File: src/flash_rewrite_defines.vh
// register offsets, field positions, command codes and timings for flash_rewrite_control
// assumes a 32-bit axi4-lite slave; each register is one aligned word, byte address = 4 * index
//
// Contract
// - ready/busy flag reads 0 while programming, erasing or erase-suspended, else 1.
// - flash commands are accepted only while rewrite-mode enable is 1.
// - low-block unlock at 0 refuses program and erase to blocks 0 and 1.
// - block 0 rewritable only with unlock 1 and block 0 write-lock 0.
// - block 1 rewritable only with unlock 1 and block 1 write-lock 0.
// - flash stop 1 resets control, lowers current and blocks all flash accesses; the code lowers current only while rewrite-mode enable is also 1.
// - stop or wait with rewrite disabled powers flash down and back automatically.
// - program error flag goes 1 when auto-program ends in error.
// - erase error flag goes 1 when auto-erase ends in error.
// - a wrongly written command sets both error flags.
// - erase second byte other than d0h or ffh is a command sequence error.
// - program or erase to a protected block is a command sequence error.
// - address outside flash during program or erase is a command sequence error.
// - failed auto-erase sets erase error only.
// - failed auto-program sets program error only.
// - ffh as erase second byte drops the first byte and enters read array.
// - mode select 1 is hold-while-rewriting, 0 is run-while-rewriting.
// - clearing rewrite-mode enable forces mode select and both write-locks to 0.
// - write-locks writable only in rewrite mode; set by 1, clear by 1 then 0.
// - clearing rewrite-mode enable also forces low-block unlock to 0.
// - command 50h clears both error flags.
`ifndef FLASH_REWRITE_DEFINES_VH
`define FLASH_REWRITE_DEFINES_VH

// register indices and byte addresses
`define FRC_MODE_IDX      12'h1b5
`define FRC_STAT_IDX      12'h1b7
`define FRC_CMD_IDX       12'h1b8
`define FRC_MODE_ADDR     14'h06d4
`define FRC_STAT_ADDR     14'h06dc
`define FRC_CMD_ADDR      14'h06e0

// status/control register fields
`define FRC_RDY_BIT       0
`define FRC_ENA_BIT       1
`define FRC_UNLK_BIT      2
`define FRC_STOP_BIT      3
`define FRC_PERR_BIT      6
`define FRC_EERR_BIT      7
// mode register fields
`define FRC_SEL_BIT       1
`define FRC_LK0_BIT       5
`define FRC_LK1_BIT       6
`define FRC_MODE_B7_BIT   7

// command codes
`define FRC_CMD_READ      8'hff
`define FRC_CMD_STATUS    8'h70
`define FRC_CMD_CLEAR     8'h50
`define FRC_CMD_PROG      8'h40
`define FRC_CMD_ERASE     8'h20
`define FRC_CMD_CONFIRM   8'hd0

// flash layout: blocks of 2^BLK_SHIFT bytes
`define FRC_ADDR_W        16
`define FRC_BLK_SHIFT     10

// auto operation times
`define FRC_PROG_TIME_US  50
`define FRC_ERASE_TIME_US 300
`define FRC_CLK_MHZ       10

`endif
File: src/flash_rewrite_control.v
// flash_rewrite_control: cpu-rewrite control/status registers and command sequencer
// assumes an axi4-lite master on clk; the flash array macro sits behind the array_* ports
//
// The AXI4-Lite slave port is this design's own decision.
`timescale 1ns/100ps
`include "flash_rewrite_defines.vh"

module flash_rewrite_control #(
  parameter NUM_BLOCKS  = 8,
  parameter PROG_CYCLES = `FRC_PROG_TIME_US * `FRC_CLK_MHZ,
  parameter ERASE_CYCLES = `FRC_ERASE_TIME_US * `FRC_CLK_MHZ
) (
  // clock and reset
  input  wire        clk,
  input  wire        rstn,
  // axi4-lite write address
  input  wire        s_axi_awvalid,
  output wire        s_axi_awready,
  input  wire [13:0] s_axi_awaddr,
  // axi4-lite write data
  input  wire        s_axi_wvalid,
  output wire        s_axi_wready,
  input  wire [31:0] s_axi_wdata,
  input  wire [3:0]  s_axi_wstrb,
  // axi4-lite write response
  output reg         s_axi_bvalid,
  input  wire        s_axi_bready,
  output reg  [1:0]  s_axi_bresp,
  // axi4-lite read address
  input  wire        s_axi_arvalid,
  output wire        s_axi_arready,
  input  wire [13:0] s_axi_araddr,
  // axi4-lite read data
  output reg         s_axi_rvalid,
  input  wire        s_axi_rready,
  output reg  [31:0] s_axi_rdata,
  output reg  [1:0]  s_axi_rresp,
  // power mode inputs from the clock controller
  input  wire        stop_wait_mode,
  // flash array side
  output reg         array_prog_q,
  output reg         array_erase_q,
  output reg  [15:0] array_addr_q,
  output reg  [7:0]  array_data_q,
  input  wire        array_fail,
  output wire        flash_access_en,
  output wire        flash_power_en,
  output wire        flash_low_current,
  output wire        cpu_hold,
  output wire        read_status_mode
);

  localparam [1:0] ST_IDLE  = 2'd0;
  localparam [1:0] ST_PROG2 = 2'd1;
  localparam [1:0] ST_ERAS2 = 2'd2;
  localparam [1:0] ST_BUSY  = 2'd3;

  // control bits
  reg        ena_q;
  reg        unlk_q;
  reg        stop_q;
  reg        sel_q;
  reg        lk0_q;
  reg        lk1_q;
  reg        lk0_arm_q;
  reg        lk1_arm_q;
  reg        perr_q;
  reg        eerr_q;
  reg        rsr_q;
  reg        op_erase_q;
  reg [1:0]  st_q;
  reg [15:0] cnt_q;
  reg        fail_s1_q;
  reg        fail_q;
  reg        sw_s1_q;
  reg        sw_q;

  // axi write path: take address and data in either order, answer once both are held
  reg        aw_have_q;
  reg        w_have_q;
  reg [13:0] aw_addr_q;
  reg [31:0] w_data_q;
  reg [3:0]  w_strb_q;
  reg        ar_have_q;

  assign s_axi_awready = !aw_have_q && !s_axi_bvalid;
  assign s_axi_wready  = !w_have_q && !s_axi_bvalid;
  assign s_axi_arready = !s_axi_rvalid;

  wire [13:0] wa     = s_axi_awvalid && s_axi_awready ? s_axi_awaddr : aw_addr_q;
  wire [31:0] wd     = s_axi_wvalid && s_axi_wready ? s_axi_wdata : w_data_q;
  wire [3:0]  ws     = s_axi_wvalid && s_axi_wready ? s_axi_wstrb : w_strb_q;
  wire        aw_ok  = aw_have_q || (s_axi_awvalid && s_axi_awready);
  wire        w_ok   = w_have_q || (s_axi_wvalid && s_axi_wready);
  wire        wr_go  = aw_ok && w_ok && !s_axi_bvalid;
  wire        lane0  = ws[0];
  wire [7:0]  wb     = wd[7:0];
  wire        wr_stat = wr_go && lane0 && (wa == `FRC_STAT_ADDR);
  wire        wr_mode = wr_go && lane0 && (wa == `FRC_MODE_ADDR);
  // command word: address in [31:16], command/data byte in [7:0]
  wire        wr_cmd  = wr_go && lane0 && (wa == `FRC_CMD_ADDR);
  wire [15:0] cmd_addr = wd[31:16];
  wire        mapped  = (wa == `FRC_STAT_ADDR) || (wa == `FRC_MODE_ADDR) || (wa == `FRC_CMD_ADDR);

  // block protection decode
  wire [15:0] blk      = cmd_addr >> `FRC_BLK_SHIFT;
  wire        in_range = blk < NUM_BLOCKS;
  wire        blk_ok   = (blk == 16'h0000) ? (unlk_q && !lk0_q) :
                         (blk == 16'h0001) ? (unlk_q && !lk1_q) :
                         1'b1;
  wire        busy     = (st_q == ST_BUSY);
  // stop blocks commands; rewrite enable gates them
  wire        cmd_live = wr_cmd && ena_q && !stop_q && !busy;

  always @(posedge clk or negedge rstn)
  begin
    if (!rstn)
    begin
      aw_have_q    <= 1'b0;
      w_have_q     <= 1'b0;
      aw_addr_q    <= 14'h0000;
      w_data_q     <= 32'h00000000;
      w_strb_q     <= 4'h0;
      s_axi_bvalid <= 1'b0;
      s_axi_bresp  <= 2'b00;
    end
    else
    begin
      if (s_axi_bvalid && s_axi_bready)
        s_axi_bvalid <= 1'b0;
      if (wr_go)
      begin
        aw_have_q    <= 1'b0;
        w_have_q     <= 1'b0;
        s_axi_bvalid <= 1'b1;
        s_axi_bresp  <= mapped ? 2'b00 : 2'b10;
      end
      else
      begin
        if (s_axi_awvalid && s_axi_awready)
        begin
          aw_have_q <= 1'b1;
          aw_addr_q <= s_axi_awaddr;
        end
        if (s_axi_wvalid && s_axi_wready)
        begin
          w_have_q <= 1'b1;
          w_data_q <= s_axi_wdata;
          w_strb_q <= s_axi_wstrb;
        end
      end
    end
  end

  // read path: one cycle from address to data
  wire [7:0] stat_rd = {eerr_q, perr_q, 2'b00, stop_q, unlk_q, ena_q, !busy};
  wire [7:0] mode_rd = {1'b1, lk1_q, lk0_q, 3'b000, sel_q, 1'b0};

  always @(posedge clk or negedge rstn)
  begin
    if (!rstn)
    begin
      s_axi_rvalid <= 1'b0;
      s_axi_rdata  <= 32'h00000000;
      s_axi_rresp  <= 2'b00;
      ar_have_q    <= 1'b0;
    end
    else if (s_axi_arvalid && s_axi_arready)
    begin
      s_axi_rvalid <= 1'b1;
      ar_have_q    <= 1'b1;
      if (s_axi_araddr == `FRC_STAT_ADDR)
      begin
        s_axi_rdata <= {24'h000000, stat_rd};
        s_axi_rresp <= 2'b00;
      end
      else if (s_axi_araddr == `FRC_MODE_ADDR)
      begin
        s_axi_rdata <= {24'h000000, mode_rd};
        s_axi_rresp <= 2'b00;
      end
      else if (s_axi_araddr == `FRC_CMD_ADDR)
      begin
        s_axi_rdata <= {24'h000000, rsr_q ? {eerr_q, perr_q, 6'h00} : 8'h00};
        s_axi_rresp <= 2'b00;
      end
      else
      begin
        s_axi_rdata <= 32'h00000000;
        s_axi_rresp <= 2'b10;
      end
    end
    else if (s_axi_rvalid && s_axi_rready)
    begin
      s_axi_rvalid <= 1'b0;
      ar_have_q    <= 1'b0;
    end
  end

  // async inputs: two-flop synchronisers
  always @(posedge clk or negedge rstn)
  begin
    if (!rstn)
    begin
      fail_s1_q <= 1'b0;
      fail_q    <= 1'b0;
      sw_s1_q   <= 1'b0;
      sw_q      <= 1'b0;
    end
    else
    begin
      fail_s1_q <= array_fail;
      fail_q    <= fail_s1_q;
      sw_s1_q   <= stop_wait_mode;
      sw_q      <= sw_s1_q;
    end
  end

  // control registers
  always @(posedge clk or negedge rstn)
  begin
    if (!rstn)
    begin
      ena_q     <= 1'b0;
      unlk_q    <= 1'b0;
      stop_q    <= 1'b0;
      sel_q     <= 1'b0;
      lk0_q     <= 1'b1;
      lk1_q     <= 1'b1;
      lk0_arm_q <= 1'b0;
      lk1_arm_q <= 1'b0;
    end
    else
    begin
      if (wr_stat)
      begin
        ena_q  <= wb[`FRC_ENA_BIT];
        unlk_q <= wb[`FRC_UNLK_BIT] && wb[`FRC_ENA_BIT];
        stop_q <= wb[`FRC_STOP_BIT];
        if (!wb[`FRC_ENA_BIT])
        begin
          sel_q <= 1'b0;
          lk0_q <= 1'b0;
          lk1_q <= 1'b0;
        end
      end
      if (wr_mode && ena_q)
      begin
        sel_q     <= wb[`FRC_SEL_BIT];
        // lock set by one write of 1; clear needs 1 then 0 in the next write
        lk0_arm_q <= wb[`FRC_LK0_BIT];
        lk1_arm_q <= wb[`FRC_LK1_BIT];
        if (wb[`FRC_LK0_BIT])
          lk0_q <= 1'b1;
        else if (lk0_arm_q)
          lk0_q <= 1'b0;
        if (wb[`FRC_LK1_BIT])
          lk1_q <= 1'b1;
        else if (lk1_arm_q)
          lk1_q <= 1'b0;
      end
      else if (wr_mode || wr_stat)
      begin
        lk0_arm_q <= 1'b0;
        lk1_arm_q <= 1'b0;
      end
    end
  end

  // command sequencer and error flags
  wire [7:0] pe_done = (cnt_q == 16'h0001) ? 8'h01 : 8'h00;
  always @(posedge clk or negedge rstn)
  begin
    if (!rstn)
    begin
      st_q          <= ST_IDLE;
      cnt_q         <= 16'h0000;
      perr_q        <= 1'b0;
      eerr_q        <= 1'b0;
      rsr_q         <= 1'b0;
      op_erase_q    <= 1'b0;
      array_prog_q  <= 1'b0;
      array_erase_q <= 1'b0;
      array_addr_q  <= 16'h0000;
      array_data_q  <= 8'h00;
    end
    else if (stop_q)
    begin
      // flash stop re-initialises the sequencer and aborts any operation
      st_q          <= ST_IDLE;
      cnt_q         <= 16'h0000;
      rsr_q         <= 1'b0;
      array_prog_q  <= 1'b0;
      array_erase_q <= 1'b0;
    end
    else
    begin
      case (st_q)
        ST_IDLE:
          if (cmd_live)
          begin
            if (wb == `FRC_CMD_PROG)
              st_q <= ST_PROG2;
            else if (wb == `FRC_CMD_ERASE)
              st_q <= ST_ERAS2;
            else if (wb == `FRC_CMD_STATUS)
              rsr_q <= 1'b1;
            else if (wb == `FRC_CMD_READ)
              rsr_q <= 1'b0;
            else if (wb == `FRC_CMD_CLEAR)
            begin
              perr_q <= 1'b0;
              eerr_q <= 1'b0;
            end
            else
            begin
              perr_q <= 1'b1;
              eerr_q <= 1'b1;
            end
          end
        ST_PROG2:
          if (cmd_live)
          begin
            rsr_q <= 1'b1;
            if (!in_range || !blk_ok)
            begin
              perr_q <= 1'b1;
              eerr_q <= 1'b1;
              st_q   <= ST_IDLE;
            end
            else
            begin
              array_prog_q <= 1'b1;
              array_addr_q <= cmd_addr;
              array_data_q <= wb;
              op_erase_q   <= 1'b0;
              cnt_q        <= PROG_CYCLES[15:0];
              st_q         <= ST_BUSY;
            end
          end
        ST_ERAS2:
          if (cmd_live)
          begin
            if (wb == `FRC_CMD_READ)
            begin
              rsr_q <= 1'b0;
              st_q  <= ST_IDLE;
            end
            else if (wb != `FRC_CMD_CONFIRM || !in_range || !blk_ok)
            begin
              perr_q <= 1'b1;
              eerr_q <= 1'b1;
              rsr_q  <= 1'b1;
              st_q   <= ST_IDLE;
            end
            else
            begin
              array_erase_q <= 1'b1;
              array_addr_q  <= cmd_addr;
              op_erase_q    <= 1'b1;
              rsr_q         <= 1'b1;
              cnt_q         <= ERASE_CYCLES[15:0];
              st_q          <= ST_BUSY;
            end
          end
        default:
        begin
          cnt_q <= cnt_q - 16'h0001;
          if (pe_done[0])
          begin
            array_prog_q  <= 1'b0;
            array_erase_q <= 1'b0;
            st_q          <= ST_IDLE;
            if (fail_q && op_erase_q)
              eerr_q <= 1'b1;
            if (fail_q && !op_erase_q)
              perr_q <= 1'b1;
          end
        end
      endcase
    end
  end

  assign flash_access_en   = !stop_q && !busy;
  assign flash_low_current = stop_q && ena_q;
  assign flash_power_en    = !(sw_q && !ena_q) && !flash_low_current;
  assign cpu_hold          = busy && sel_q;
  assign read_status_mode  = rsr_q;

endmodule // flash_rewrite_control

File: config.mk
export PLATFORM = sky130hd
export DESIGN_NAME = flash_rewrite_control
export DESIGN_NICKNAME = d
export VERILOG_FILES = /design/src/flash_rewrite_control.v
export VERILOG_INCLUDE_DIRS = /design/src
export SDC_FILE = /design/constraint.sdc
export NUM_CORES = 1
export LEC_CHECK = 0
export ABC_AREA = 1
export BUFFER_PORTS_ARGS = -buffer_cell sky130_fd_sc_hd__buf_2
export CORE_ASPECT_RATIO = 0.75
export CORE_MARGIN = 5
export CORE_UTILIZATION = 59
export DETAILED_ROUTE_END_ITERATION = 16
export GPL_TIMING_DRIVEN = 0
export PLACE_DENSITY = 0.88
export SLEW_MARGIN = 20
export SYNTH_ARGS = -nofsm -noshare
export SYNTH_HDL_FRONTEND = slang
export SYNTH_SLANG_ARGS = --single-unit
File: constraint.sdc
create_clock -name clk -period 3.4 [get_ports clk]
set_clock_uncertainty 0.1 [all_clocks]
set_input_delay 1.02 -clock clk [delete_from_list [all_inputs] [get_ports clk]]
set_output_delay 1.02 -clock clk [all_outputs]
set_load 0.05 [all_outputs]
# After elaboration in Yosys (flattened, before gate mapping)
# Cells that the tools add are included.
totals:
  wordCells: 261
  register_bits: 147
classes:
  add_sub_neg: 1
  n_bitwise: 3
  n_mux: 102
  reduce_logical: 78
  n_lt_le_gt_ge: 1
  eq_ne: 43
op_table:
  columns: ["cell", "n"]
  rows:
  - ["2-to-1 mux 16 bit", 11]
  - ["equality test 14 x 11 -> 1 bit (second input constant)", 6]
  - ["2-to-1 mux 1 bit", 62]
  - ["case mux 16 bit (3 select lines)", 1]
  - ["2-to-1 mux 32 bit", 1]
  - ["2-to-1 mux 8 bit", 4]
  - ["case mux 16 bit (2 select lines)", 1]
  - ["2-to-1 mux 2 bit", 14]
  - ["logical AND 1 bit", 27]
  - ["!= test 2 bit (second input constant)", 13]
  - ["AND reduction 13 bit", 2]
  - ["equality test 8 x 7 -> 1 bit (second input constant)", 3]
  - ["!= test 3 bit (second input constant)", 8]
  - ["equality test 16 x 1 -> 1 bit (second input constant)", 1]
  - ["zero test 16 bit", 1]
  - ["nonzero test 4 bit", 4]
  - ["subtractor 16 x 1 -> 16 bit (second input constant)", 1]
  - ["zero test 1 bit", 14]
  - ["2-to-1 mux 14 bit", 1]
  - ["AND reduction 7 bit", 2]
  - ["nonzero test 2 bit", 7]
  - ["AND reduction 5 bit", 2]
  - ["case mux 1 bit (3 select lines)", 3]
  - ["equality test 8 x 6 -> 1 bit (second input constant)", 1]
  - ["19 further kinds", 38]

# Depth between registers and ports, before layout
# Gate-level depths: netlist of the first run.
logic_depth:
  ltp_word: 14
  ltp_mapped: 17
  mapped_depth_nobuf: 15

# Least setup slack after synthesis of the first run
# No wires, ideal clock.
synth_path:
  path_kind: "input to register"
  from: "input port s_axi_wvalid"
  to: "register array_addr_q[10]"
  required_ns: 3.181
  t_arrival_ns: 2.669
  path_buffers: 3
  setup_time_ns: 0.119
  path_stages: 12
  setup_slack_ns: 0.512
  cell_sequence: "buf_4 > clkbuf_1 > nand3_1 > nand2_1 > nand2_1 > nor3_2 > nand3_1 > a21oi_4 > nand3_4 > buf_6 > nand2_1 > nand2_1"
synth_between:
  elab_chain_len: 11
  word_cells_on_any_way: 35
synth_lines:
  columns: ["element", "line", "text"]
  rows:
  - ["from (decl)", "flash_rewrite_control.v:21", "input wire s_axi_wvalid,"]
  - ["logical AND 1 bit (*)", "flash_rewrite_control.v:91, flash_rewrite_control.v:92, flash_rewrite_control.v:94", null]
  - ["branches (longest 10 deep; another with less-than comparator 6 x 4 -> 1 bit)", null, null]
  - ["to (signal assigned)", "flash_rewrite_control.v:334", "array_addr_q <= cmd_addr;"]
  - ["to (signal assigned)", "flash_rewrite_control.v:359", "array_addr_q <= cmd_addr;"]
  - ["to (decl)", "flash_rewrite_control.v:43", "output reg [15:0] array_addr_q,"]
# Mark *: on every way between the ends. The select of a mux whose other input is x is not followed.
# A chain may end at the register's enable or synchronous reset.

# Final worst setup path of the first run
# Ends and elaborated chain as after synthesis.

==> results of run 1 <==
==> critical path, cell delays in order <==
cell	delay [ns]
buf_4	0.15
clkbuf_1	0.36
nand3_1	0.15
nand2_1	0.15
nand2_1	0.10
nor3_2	0.22
nand3_1	0.20
a21oi_4	0.34
nand3_4	0.18
buf_6	0.18
nand2_1	0.05
nand2_1	0.05
==> kinds of logic (layout without fill, tap and decap cells) <==
kind of cell | after synthesis | in the layout | synth area share
simple gates | 495 | 495 | 0.3364
buf+inv | 146 | 267 | 0.1109
compound gates | 113 | 113 | 0.1015
flops | 112 | 112 | 0.4310
fa+ha+maj | 6 | 6 | 0.01153
xor+xnor | 6 | 6 | 0.008075
other cells | 1 | 27 | 0.0005761
==> worst min-delay path by stage <==
stage              start     end  slack [ns]  cells after the start
2_1_floorplan  fail_s1_q  fail_q        0.23                      0
3_3_place_gp   fail_s1_q  fail_q        0.23                      0
3_5_place_dp   fail_s1_q  fail_q        0.23                      0
4_1_cts          sw_s1_q    sw_q        0.25                      0
5_1_grt        fail_s1_q  fail_q        0.26                      0
6_report         sw_s1_q    sw_q        0.25                      0
==> state kept, by name, indices dropped and copies added (netlist names), 2 cells and up <==
register	cells
w_data_q	24
array_addr_q	16
cnt_q	16
aw_addr_q	14
array_data_q	8
s_axi_rdata	7
st_q	2
==> per-stage QoR <==
step | TNS [ns] | setup slack (ns) | std cells | hold slack [ns]
final | 0 | 0.3728 | 1166 | 0.2501
after global routing | 0 | 0.1109 | 1166 | 0.2597
after CTS | 0 | 0.4226 | 1166 | 0.2507
after detailed placement | 0 | 0.03720 | 1150 | 0.2347
after global placement | -11.90 | -0.1181 | 1149 | 0.2344
after floorplan | 0 | 0.5121 | 905 | 0.2312
==> synthesized netlist by cell type <==
cell,n,area (µm²)
buf_1,1,3.750
a31o_2,1,8.760
or2_2,1,6.260
dfstp_2,2,52.55
o21ai_2,1,8.760
buf_6,3,33.78
nand2_1,264,991.0
conb_1,1,3.750
nand4_1,24,150.1
inv_1,82,307.8
nor2_4,2,22.52
a21oi_1,22,110.1
nor2_8,1,20.02
nor3_1,8,40.04
clkbuf_1,13,48.80
a21oi_2,2,17.52
a21oi_4,4,65.06
o21ai_1,1,5.000
a311oi_1,1,8.760
nor2_2,3,18.77
nand3_4,1,17.52
dfrtp_1,110,2753
xnor2_1,3,26.28
or3_1,1,6.260
xor2_1,3,26.28
nand3_2,2,20.02
buf_8,1,15.01
a31oi_1,11,68.82
o31ai_1,4,30.03
nor3_2,1,10.01
nor2_1,92,345.3
nand3b_1,17,127.6
nor4_1,3,18.77
nand2_2,6,37.54
buf_2,4,20.02
buf_4,36,270.3
a21o_1,1,7.510
o211ai_1,2,15.01
nand3_1,67,335.3
ha_1,6,75.07
clkinv_1,4,15.01
inv_2,2,7.510
o21ai_0,63,315.3
nand2_4,2,22.52
==> routing by layer <==
| layer | vias to the layer above | GRT usage | wire, µm |
|---|---|---|---|
| li1 | 3073 | - | - |
| met1 | 2867 | 0.3796 | 7572 |
| met2 | 318 | 0.3822 | 7194 |
| met3 | 26 | 0.06038 | 1607 |
| met4 | 0 | 0.06640 | 257 |
| met5 | - | 0 | 0 |
==> area by class of cell <==
type                       instances  area [µm²]
buffer                            58       391.6
clock buffer                       9       225.2
clock inverter                     7       86.33
fill                             891        3212
inverter                          88       330.3
multi-input combinational        647        3079
sequential                       112        2805
tap                              140       175.2
timing repair buffer             105       554.3
==> cell usage in the layout, fill, tap and decap left out, drive strengths merged, types with 2 or more instances in the layout <==
| cell | count |
|---|---|
| nand2 | 272 |
| buf | 150 |
| dfrtp | 110 |
| nor2 | 98 |
| inv | 88 |
| nand3 | 70 |
| o21ai | 65 |
| a21oi | 28 |
| conb | 27 |
| nand4 | 24 |
| clkbuf | 22 |
| nand3b | 17 |
| a31oi | 11 |
| nor3 | 9 |
| ha | 6 |
| clkinv | 5 |
| o31ai | 4 |
| nor4 | 3 |
| xor2 | 3 |
| xnor2 | 3 |
| o211ai | 2 |
| dfstp | 2 |
==> power breakdown <==
part | total [mW] | internal (mW) | switching, mW
logic | 2.04 | 0.590 | 1.45
registers | 1.80 | 1.64 | 0.163
clock network | 1.12 | 0.589 | 0.526
total | 4.95 | 2.82 | 2.14
==> metrics.cfg, run 1 <==
[run_status]
status = finished, final reports clean

[worst_setup_path]
crit_end = array_addr_q[10]
r2r_start = s_axi_bvalid
regToRegSetupSlack_ns = 0.53
crit_required_ns = 3.55
arrival_ns = 3.17
path_class = input port to register
cp-end-kind = register
critPathLaunch = s_axi_wvalid
rr_endpoint = array_addr_q[10]
worst-r2r-cell-count = 12
start_kind = input port
crit_fanout = 10

[timing]
finalHoldViolations = 0
slew_headroom = 0.4414
worst_pin_slew_ns = 0.8302
report.final.slew_viol_count = 0
post-route-min-period_ns = 3.027
setup_viol = 0
fmax_ghz = 0.3303
rsz0062_at_grt = no
fin_crit_sh = 0.8904

[grt]
grt_pass1_vias = 5774
grt_pass1_wl_um = 28130
grt_overflow_total = 0
antenna_found_initial = 0
grt_max_degree = 70
track_usage = 0.2567

[pwr]
p_leak_nw = 4.010
power_density_mw_per_mm2 = 647.6
ir_drop_mv = 0.4916
finalPower_mw = 4.953

[clocking]
tritoncts = done
path_clk_slew_ns = 0.07
clk_latency_ns = 0.36
cts_setup_buffers = 0
cts_root_buf = clkbuf_16
clockBufferDepth = 2
cts.sinks = 112
cts-buffers-inserted = 9
ctsHoldBuffers = 0
htreeDepth = 3
cts.repair.resized = 0

[die]
core_mm2 = 0.01086
start_util = 0.5994
pin_count = 145
row_count = 33
die_h_um = 101.0
die_x_um = 131.3
die_area_mm2 = 0.01325

[synthesis]
ys_types = 44
synth-seq-cells = 112
yosysWarnings = 0
avgSynthCellArea_um2 = 7.405
ys_seq_area_frac = 0.4310
synth_area_mm2 = 0.006509
syn_inst = 879

[layout]
nets = 1100
drive_gt1_frac = 0.1910
final_core_util = 0.7042
stdcell_area_mm2 = 0.007647
n_antenna_cell = 0
syn2layout_area_growth_pct = 17.49

[route]
via_count = 6284
firstDrtPassIters = 8
wl_per_cell_um = 14.26
vias_per_cell = 5.389
ant_nets = 0
drtIter0Drc = 464
drc = 0
routed_wl_um = 16630

[placement]
io_buffers = 104
dpl.hpwl_um = 12620
placed_area_mm2 = 0.007336
gp_congestion = 0.9080

[flow_run]
cap_violations = 0

[min_path]
min_path_type = register to register

(Power assumes the default switching activity.)
==> run 2: changes to the inputs <==
Settings changed: BUFFER_PORTS_ARGS -buffer_cell sky130_fd_sc_hd__buf_2 to -buffer_cell sky130_fd_sc_hd__buf_4.
==> metrics.cfg, run 2 (same netlist as run 1, synthesis figures left out) <==
[pwr]
ir_drop_mv = 0.5302  ; +7.9%
power_density_mw_per_mm2 = 638.2  ; -1.5%
p_leak_nw = 4.088  ; +2.0%
finalPower_mw = 5.040  ; +1.8%

[layout]
syn2layout_area_growth_pct = 21.34
top_register = w_data_q
stdcell_area_mm2 = 0.007898  ; +3.3%
drive_gt1_frac = 0.1902  ; -0.0007892
nets = 1099  ; -0.091%
n_antenna_cell = 0  ; unchanged
largest_reg_flops = 24  ; unchanged
final_common_cell = nand2_1
largestRegisters = w_data_q: 24 flops, array_addr_q: 16 flops, cnt_q: 16 flops
most-common-layout-cells = nand2_1 (264), buf_4 (139), dfrtp_1 (110)

[min_path]
hold_depth = 0  ; unchanged
min_from = fail_s1_q
min_to = fail_q
min_path_type = register to register

[timing]
post-route-min-period_ns = 3.125  ; +0.09806 ns
worst_pin_slew_ns = 0.9300  ; +0.09978 ns
setup_viol = 0  ; unchanged
setup_tns_ns = 0  ; unchanged
finalHoldViolations = 0  ; unchanged
fin_crit_sh = 0.9192  ; +0.02884
rsz0062_at_grt = no
fmax_ghz = 0.3200  ; -3.1%
fin_ws_ns = 0.2747  ; -0.09806 ns
slew_headroom = 0.3800  ; -0.06141
report.final.slew_viol_count = 0  ; unchanged

[run_status]
status = finished, final reports clean

[worst_setup_path]
crit_required_ns = 3.55  ; about the same
regToRegSetupSlack_ns = 0.45  ; -0.08 ns
path_class = input port to register
rr_endpoint = array_addr_q[14]
arrival_ns = 3.27  ; +0.10 ns
worst-r2r-cell-count = 12  ; unchanged
start_kind = input port
cp-end-kind = register
r2r_start = s_axi_bvalid
crit_fanout = 10  ; unchanged

[die]
die_area_mm2 = 0.01325  ; unchanged
row_count = 33  ; unchanged
die_x_um = 131.3  ; unchanged
start_util = 0.5994  ; unchanged
pin_count = 145  ; unchanged
core_mm2 = 0.01086  ; unchanged
die_h_um = 101.0  ; unchanged

[grt]
grt_overflow_total = 0  ; unchanged
grt_pass1_wl_um = 28300  ; +0.61%
antenna_found_initial = 0  ; unchanged
grt_max_degree = 113  ; +61%
grt_pass1_vias = 5800  ; +0.45%
track_usage = 0.2595  ; +0.002804

[route]
drtIter0Drc = 616  ; +33%
wl_per_cell_um = 14.70  ; +3.1%
firstDrtPassIters = 6  ; -2
vias_per_cell = 5.441  ; +0.96%
routed_wl_um = 17130  ; +3.0%
ant_nets = 0  ; unchanged
via_count = 6339  ; +0.88%
drc = 0  ; unchanged

[placement]
gp_congestion = 0.9387  ; +3.4%
dpl.hpwl_um = 12600  ; -0.16%
io_buffers = 104  ; unchanged
place_ws_ns = 0.06000  ; +0.02280 ns
placed_area_mm2 = 0.007566  ; +3.1%

[clocking]
clockBufferDepth = 2  ; unchanged
cts-buffers-inserted = 9  ; unchanged
cts.repair.resized = 0  ; unchanged
clk_latency_ns = 0.36  ; about the same
htreeDepth = 3  ; unchanged
cts_root_buf = clkbuf_16
ctsHoldBuffers = 0  ; unchanged
path_clk_slew_ns = 0.08  ; about the same
tritoncts = done
cts.sinks = 112  ; unchanged
cts_setup_buffers = 0  ; unchanged

[flow_run]
cap_violations = 0  ; unchanged

-- run 2: worst max-delay path by stage --
stage                            start          endpoint  slack (ns)  cells past startpoint
after CTS                 s_axi_wvalid  array_addr_q[14]        0.37                     12
after detailed placement  s_axi_wvalid  array_addr_q[14]        0.06                     12
final                     s_axi_wvalid  array_addr_q[14]        0.27                     12
after global routing      s_axi_wvalid  array_addr_q[14]        0.17                     12
after global placement    s_axi_wvalid   array_addr_q[7]        0.05                     12
after floorplan           s_axi_wvalid  array_addr_q[10]        0.51                     12
-- run 2: worst max-delay path, cell delays in order --
cell and delay [ns]:
buf_4 0.15, clkbuf_1 0.35, nand3_1 0.18, nand2_1 0.15, nand2_1 0.11, nor3_2 0.21, nand3_1 0.22, a21oi_4 0.38
nand3_4 0.18, buf_6 0.19, nand2_1 0.07, nand2_1 0.06
-- run 2: layout make-up --
class | count | area, µm²
Multi-Input combinational cell | 647 | 3079
Tap cell | 140 | 175.2
Sequential cell | 112 | 2805
Buffer | 58 | 391.6
Clock buffer | 9 | 225.2
Timing Repair Buffer | 104 | 787.0
Inverter | 88 | 330.3
Fill cell | 851 | 2962
Clock inverter | 7 | 103.9
-- run 2: metrics by stage --
stage / std cells / hold slack, ns / util
final: 1165 / 0.2533 / 0.7273
after global routing: 1165 / 0.2705 / 0.7273
after CTS: 1165 / 0.2548 / 0.7270
after detailed placement: 1149 / 0.2385 / 0.6967
after global placement: 1149 / 0.2324 / 0.6964
after floorplan: 905 / 0.2312 / -
-- run 2: where the power goes --
group / switching, mW / internal [mW]
clock network: 0.516 / 0.655
registers: 0.168 / 1.64
logic: 1.43 / 0.631
-- run 2: layer usage --
metal	GRT usage	wire, µm	vias to the layer above
li1	-	-	3071
met1	0.3724	7704	2895
met2	0.3881	7431	345
met3	0.06936	1700	28
met4	0.07905	288	0
met5	0	0	-
==> run 3: changes to the inputs <==
Settings changed: ABC_AREA 1 to 0, CORE_UTILIZATION 59 to 58, PLACE_DENSITY 0.88 to 0.87.
==> metrics.cfg, run 3 <==
[run_status]
status = complete, but fails checks
violations = setup timing

[pwr]
power_density_mw_per_mm2 = 878.9  ; +38%
pwr-share-clk = 0.150  ; -0.082
swShare = 0.4454  ; +0.02547
seqPwrFrac = 0.318  ; -0.040
combPwrFrac = 0.532  ; +0.123
p_leak_nw = 3.578  ; -12%
p_sw_mw = 3.048  ; +44%
ir_drop_mv = 0.6769  ; +28%
p_int_mw = 3.796  ; +30%
finalPower_mw = 6.844  ; +36%

[grt]
grt_overflow_total = 0  ; unchanged
grt_max_degree = 113  ; unchanged
track_usage = 0.2636  ; +0.004142
antenna_found_initial = 0  ; unchanged
grt_pass1_wl_um = 26990  ; -4.6%
grt_pass1_vias = 5346  ; -7.8%

[placement]
gp_congestion = 0.8840  ; -5.8%
placed_area_mm2 = 0.007182  ; -5.1%
io_buffers = 106  ; +1.9%
place_ws_ns = -0.6826  ; -0.7426 ns
dpl.hpwl_um = 11830  ; -6.1%

[worst_setup_path]
cp_slowest_cell = or4_4
critPathBufInv = 3  ; unchanged
crit_required_ns = 3.54  ; about the same
path_class = input port to register
r2r_start = s_axi_bvalid
rr_endpoint = eerr_q
arrival_ns = 3.56  ; +0.29 ns
crit_top_cell = buf_4
worst-r2r-cell-count = 7  ; -5
slowest_delay_ns = 0.56  ; +0.18 ns
path_cells = buf_4, or3b_1, buf_2, mux2i_4, buf_4, and2_1, and3_1, or4_4, nor4_4, mux2_4
regToRegSetupSlack_ns = 0.18  ; -0.27 ns
crit_fanout = 6  ; -4
cp-end-kind = register
path_delay_family = simple AND/OR/NAND/NOR gates
start_kind = input port

[min_path]
min_from = fail_s1_q
min_path_type = register to register
hold_depth = 0  ; unchanged
min_to = fail_q

[clocking]
htreeDepth = 3  ; unchanged
clk_latency_ns = 0.36  ; about the same
path_clk_slew_ns = 0.08  ; about the same
tritoncts = done
clockBufferDepth = 2  ; unchanged
cts-buffers-inserted = 9  ; unchanged
cts_root_buf = clkbuf_16
cts.sinks = 112  ; unchanged

[synthesis]
ys_types = 63  ; +43%
synth.area.top_cells = dfrtp_1 (45%), mux2_2 (10%), nand2_1 (5.7%), buf_4 (3.5%), a21oi_1 (2.3%)
synth.top_cell.area_share = 0.4538  ; +0.03088
synth.most_common_cell = dfrtp_1
avgSynthCellArea_um2 = 9.736  ; +31%
netlist.top_cell.by_area = dfrtp_1
synth-edff-count = 0  ; unchanged
synthArstFlopShare = 1.000  ; unchanged
synth_ff_type = dfrtp_1
ys_seq_area_frac = 0.4625  ; +0.03147
synthTopCellsByCount = dfrtp_1 (110), nand2_1 (92), mux2_2 (56)
syn_inst = 623  ; -29%
synth_area_mm2 = 0.006066  ; -6.8%
yosysWarnings = 0  ; unchanged
synth-seq-cells = 112  ; unchanged

[timing]
setup_tns_ns = -0.01437  ; -0.01437 ns
slew_headroom = 0.4153  ; +0.03532
rsz0062_at_grt = yes
post-route-min-period_ns = 3.414  ; +0.2891 ns
worst_pin_slew_ns = 0.8770  ; -0.05298 ns
setup_viol = 1  ; +1
finalHoldViolations = 0  ; unchanged
fmax_ghz = 0.2929  ; -8.5%
fin_crit_sh = 1.004  ; +0.08503
report.final.slew_viol_count = 0  ; unchanged
fin_ws_ns = -0.01437  ; -0.2891 ns

[die]
core_mm2 = 0.01025  ; -5.6%
die_x_um = 128.1  ; -2.4%
die_area_mm2 = 0.01262  ; -4.7%
row_count = 32  ; -3.0%
die_h_um = 98.57  ; -2.4%
start_util = 0.5918  ; -0.007581
pin_count = 145  ; unchanged

[layout]
largestRegisters = w_data_q: 24 flops, array_addr_q: 16 flops, cnt_q: 16 flops
n_antenna_cell = 0  ; unchanged
most-common-layout-cells = buf_4 (145), dfrtp_1 (110), nand2_1 (91)
nets = 861  ; -22%
top_register = w_data_q
syn2layout_area_growth_pct = 28.38
drive_gt1_frac = 0.3342  ; +0.1439
final_common_cell = buf_4
largest_reg_flops = 24  ; unchanged
stdcell_area_mm2 = 0.007787  ; -1.4%

[route]
via_count = 5432  ; -14%
wl_per_cell_um = 18.20  ; +24%
drtIter0Drc = 500  ; -19%
ant_nets = 0  ; unchanged
firstDrtPassIters = 6  ; unchanged
routed_wl_um = 16800  ; -1.9%
drc = 0  ; unchanged
vias_per_cell = 5.885  ; +8.2%

[flow_run]
cap_violations = 0  ; unchanged

==> run 3: cell count changes after synthesis, moves of 8 or more <==
cell,delta
buf_4,-8
inv_1,-62
mux2_2,+56
mux2i_1,+14
nand2_1,-172
nand3_1,-49
nand3b_1,-11
nand4_1,-20
nor2_1,-56
nor3_1,+14
nor4_1,+13
o21ai_0,-36
==> run 3: cells by family after synthesis <==
kind of cell | synth area share
other | 0.0006182
buffers and inverters | 0.06621
and+or+nand+nor | 0.2098
muxes | 0.1345
DFF | 0.4625
xor gates and xnor gates | 0.004332
AOI/OAI and AO/OA | 0.1097
adders and majority gates | 0.01238
==> run 3: cell type report <==
type / count / area, µm²
inverters: 20 / 75.07
well taps: 136 / 170.2
clock inverters: 4 / 27.53
multi-input cells: 460 / 3161
plain buffers: 56 / 354.1
repair buffers: 123 / 938.4
clock buffers: 12 / 256.5
fillers: 710 / 2462
flip-flops and latches: 112 / 2805
==> run 3: timing repair <==
item,CTS,global route
pin swaps,6,10
setup buffers,11,5
hold buffers,0,0
gates resized for setup,15,28
cloned,0,2
hold endpoints to repair,0,0
setup endpoints to repair,29,37
==> run 3: through the flow <==
step	hold slack, ns	utilization	std cells
floorplan	0.2312	-	649
global placement	0.2391	0.7003	891
detailed placement	0.2380	0.7007	891
CTS	0.2501	0.7443	917
global route	0.2524	0.7598	923
finish	0.2408	0.7598	923
==> run 3: power groups by stage <==
stage          Clock (mW)  Sequential, mW  Combinational [mW]
5_1_grt              1.10            2.23                3.90
2_1_floorplan           0            2.43                2.09
3_3_place_gp            0            2.13                3.19
4_1_cts              1.04            2.15                3.40
3_5_place_dp            0            2.16                3.27
6_report             1.03            2.18                3.64
==> run 3: how the worst max path moves through the flow <==
stage          cells past startpoint  slack, ns     startpoint       end
6_report                          10      -0.01   s_axi_wvalid    eerr_q
3_3_place_gp                      11      -0.72   s_axi_wvalid  cnt_q[2]
5_1_grt                            9      -0.08   s_axi_wvalid    eerr_q
4_1_cts                            9      -0.06  s_axi_awvalid    perr_q
2_1_floorplan                      7      -0.03  s_axi_awvalid    eerr_q
3_5_place_dp                      11      -0.68   s_axi_wvalid  cnt_q[2]
==> run 3: routing by layer <==
layer / wire length [µm] / GRT usage / up-vias
met1: 7305 / 0.3716 / 2620
li1: - / - / 2494
met4: 201 / 0.07504 / 0
met3: 1632 / 0.06771 / 21
met5: 0 / 0 / -
met2: 7657 / 0.4063 / 297
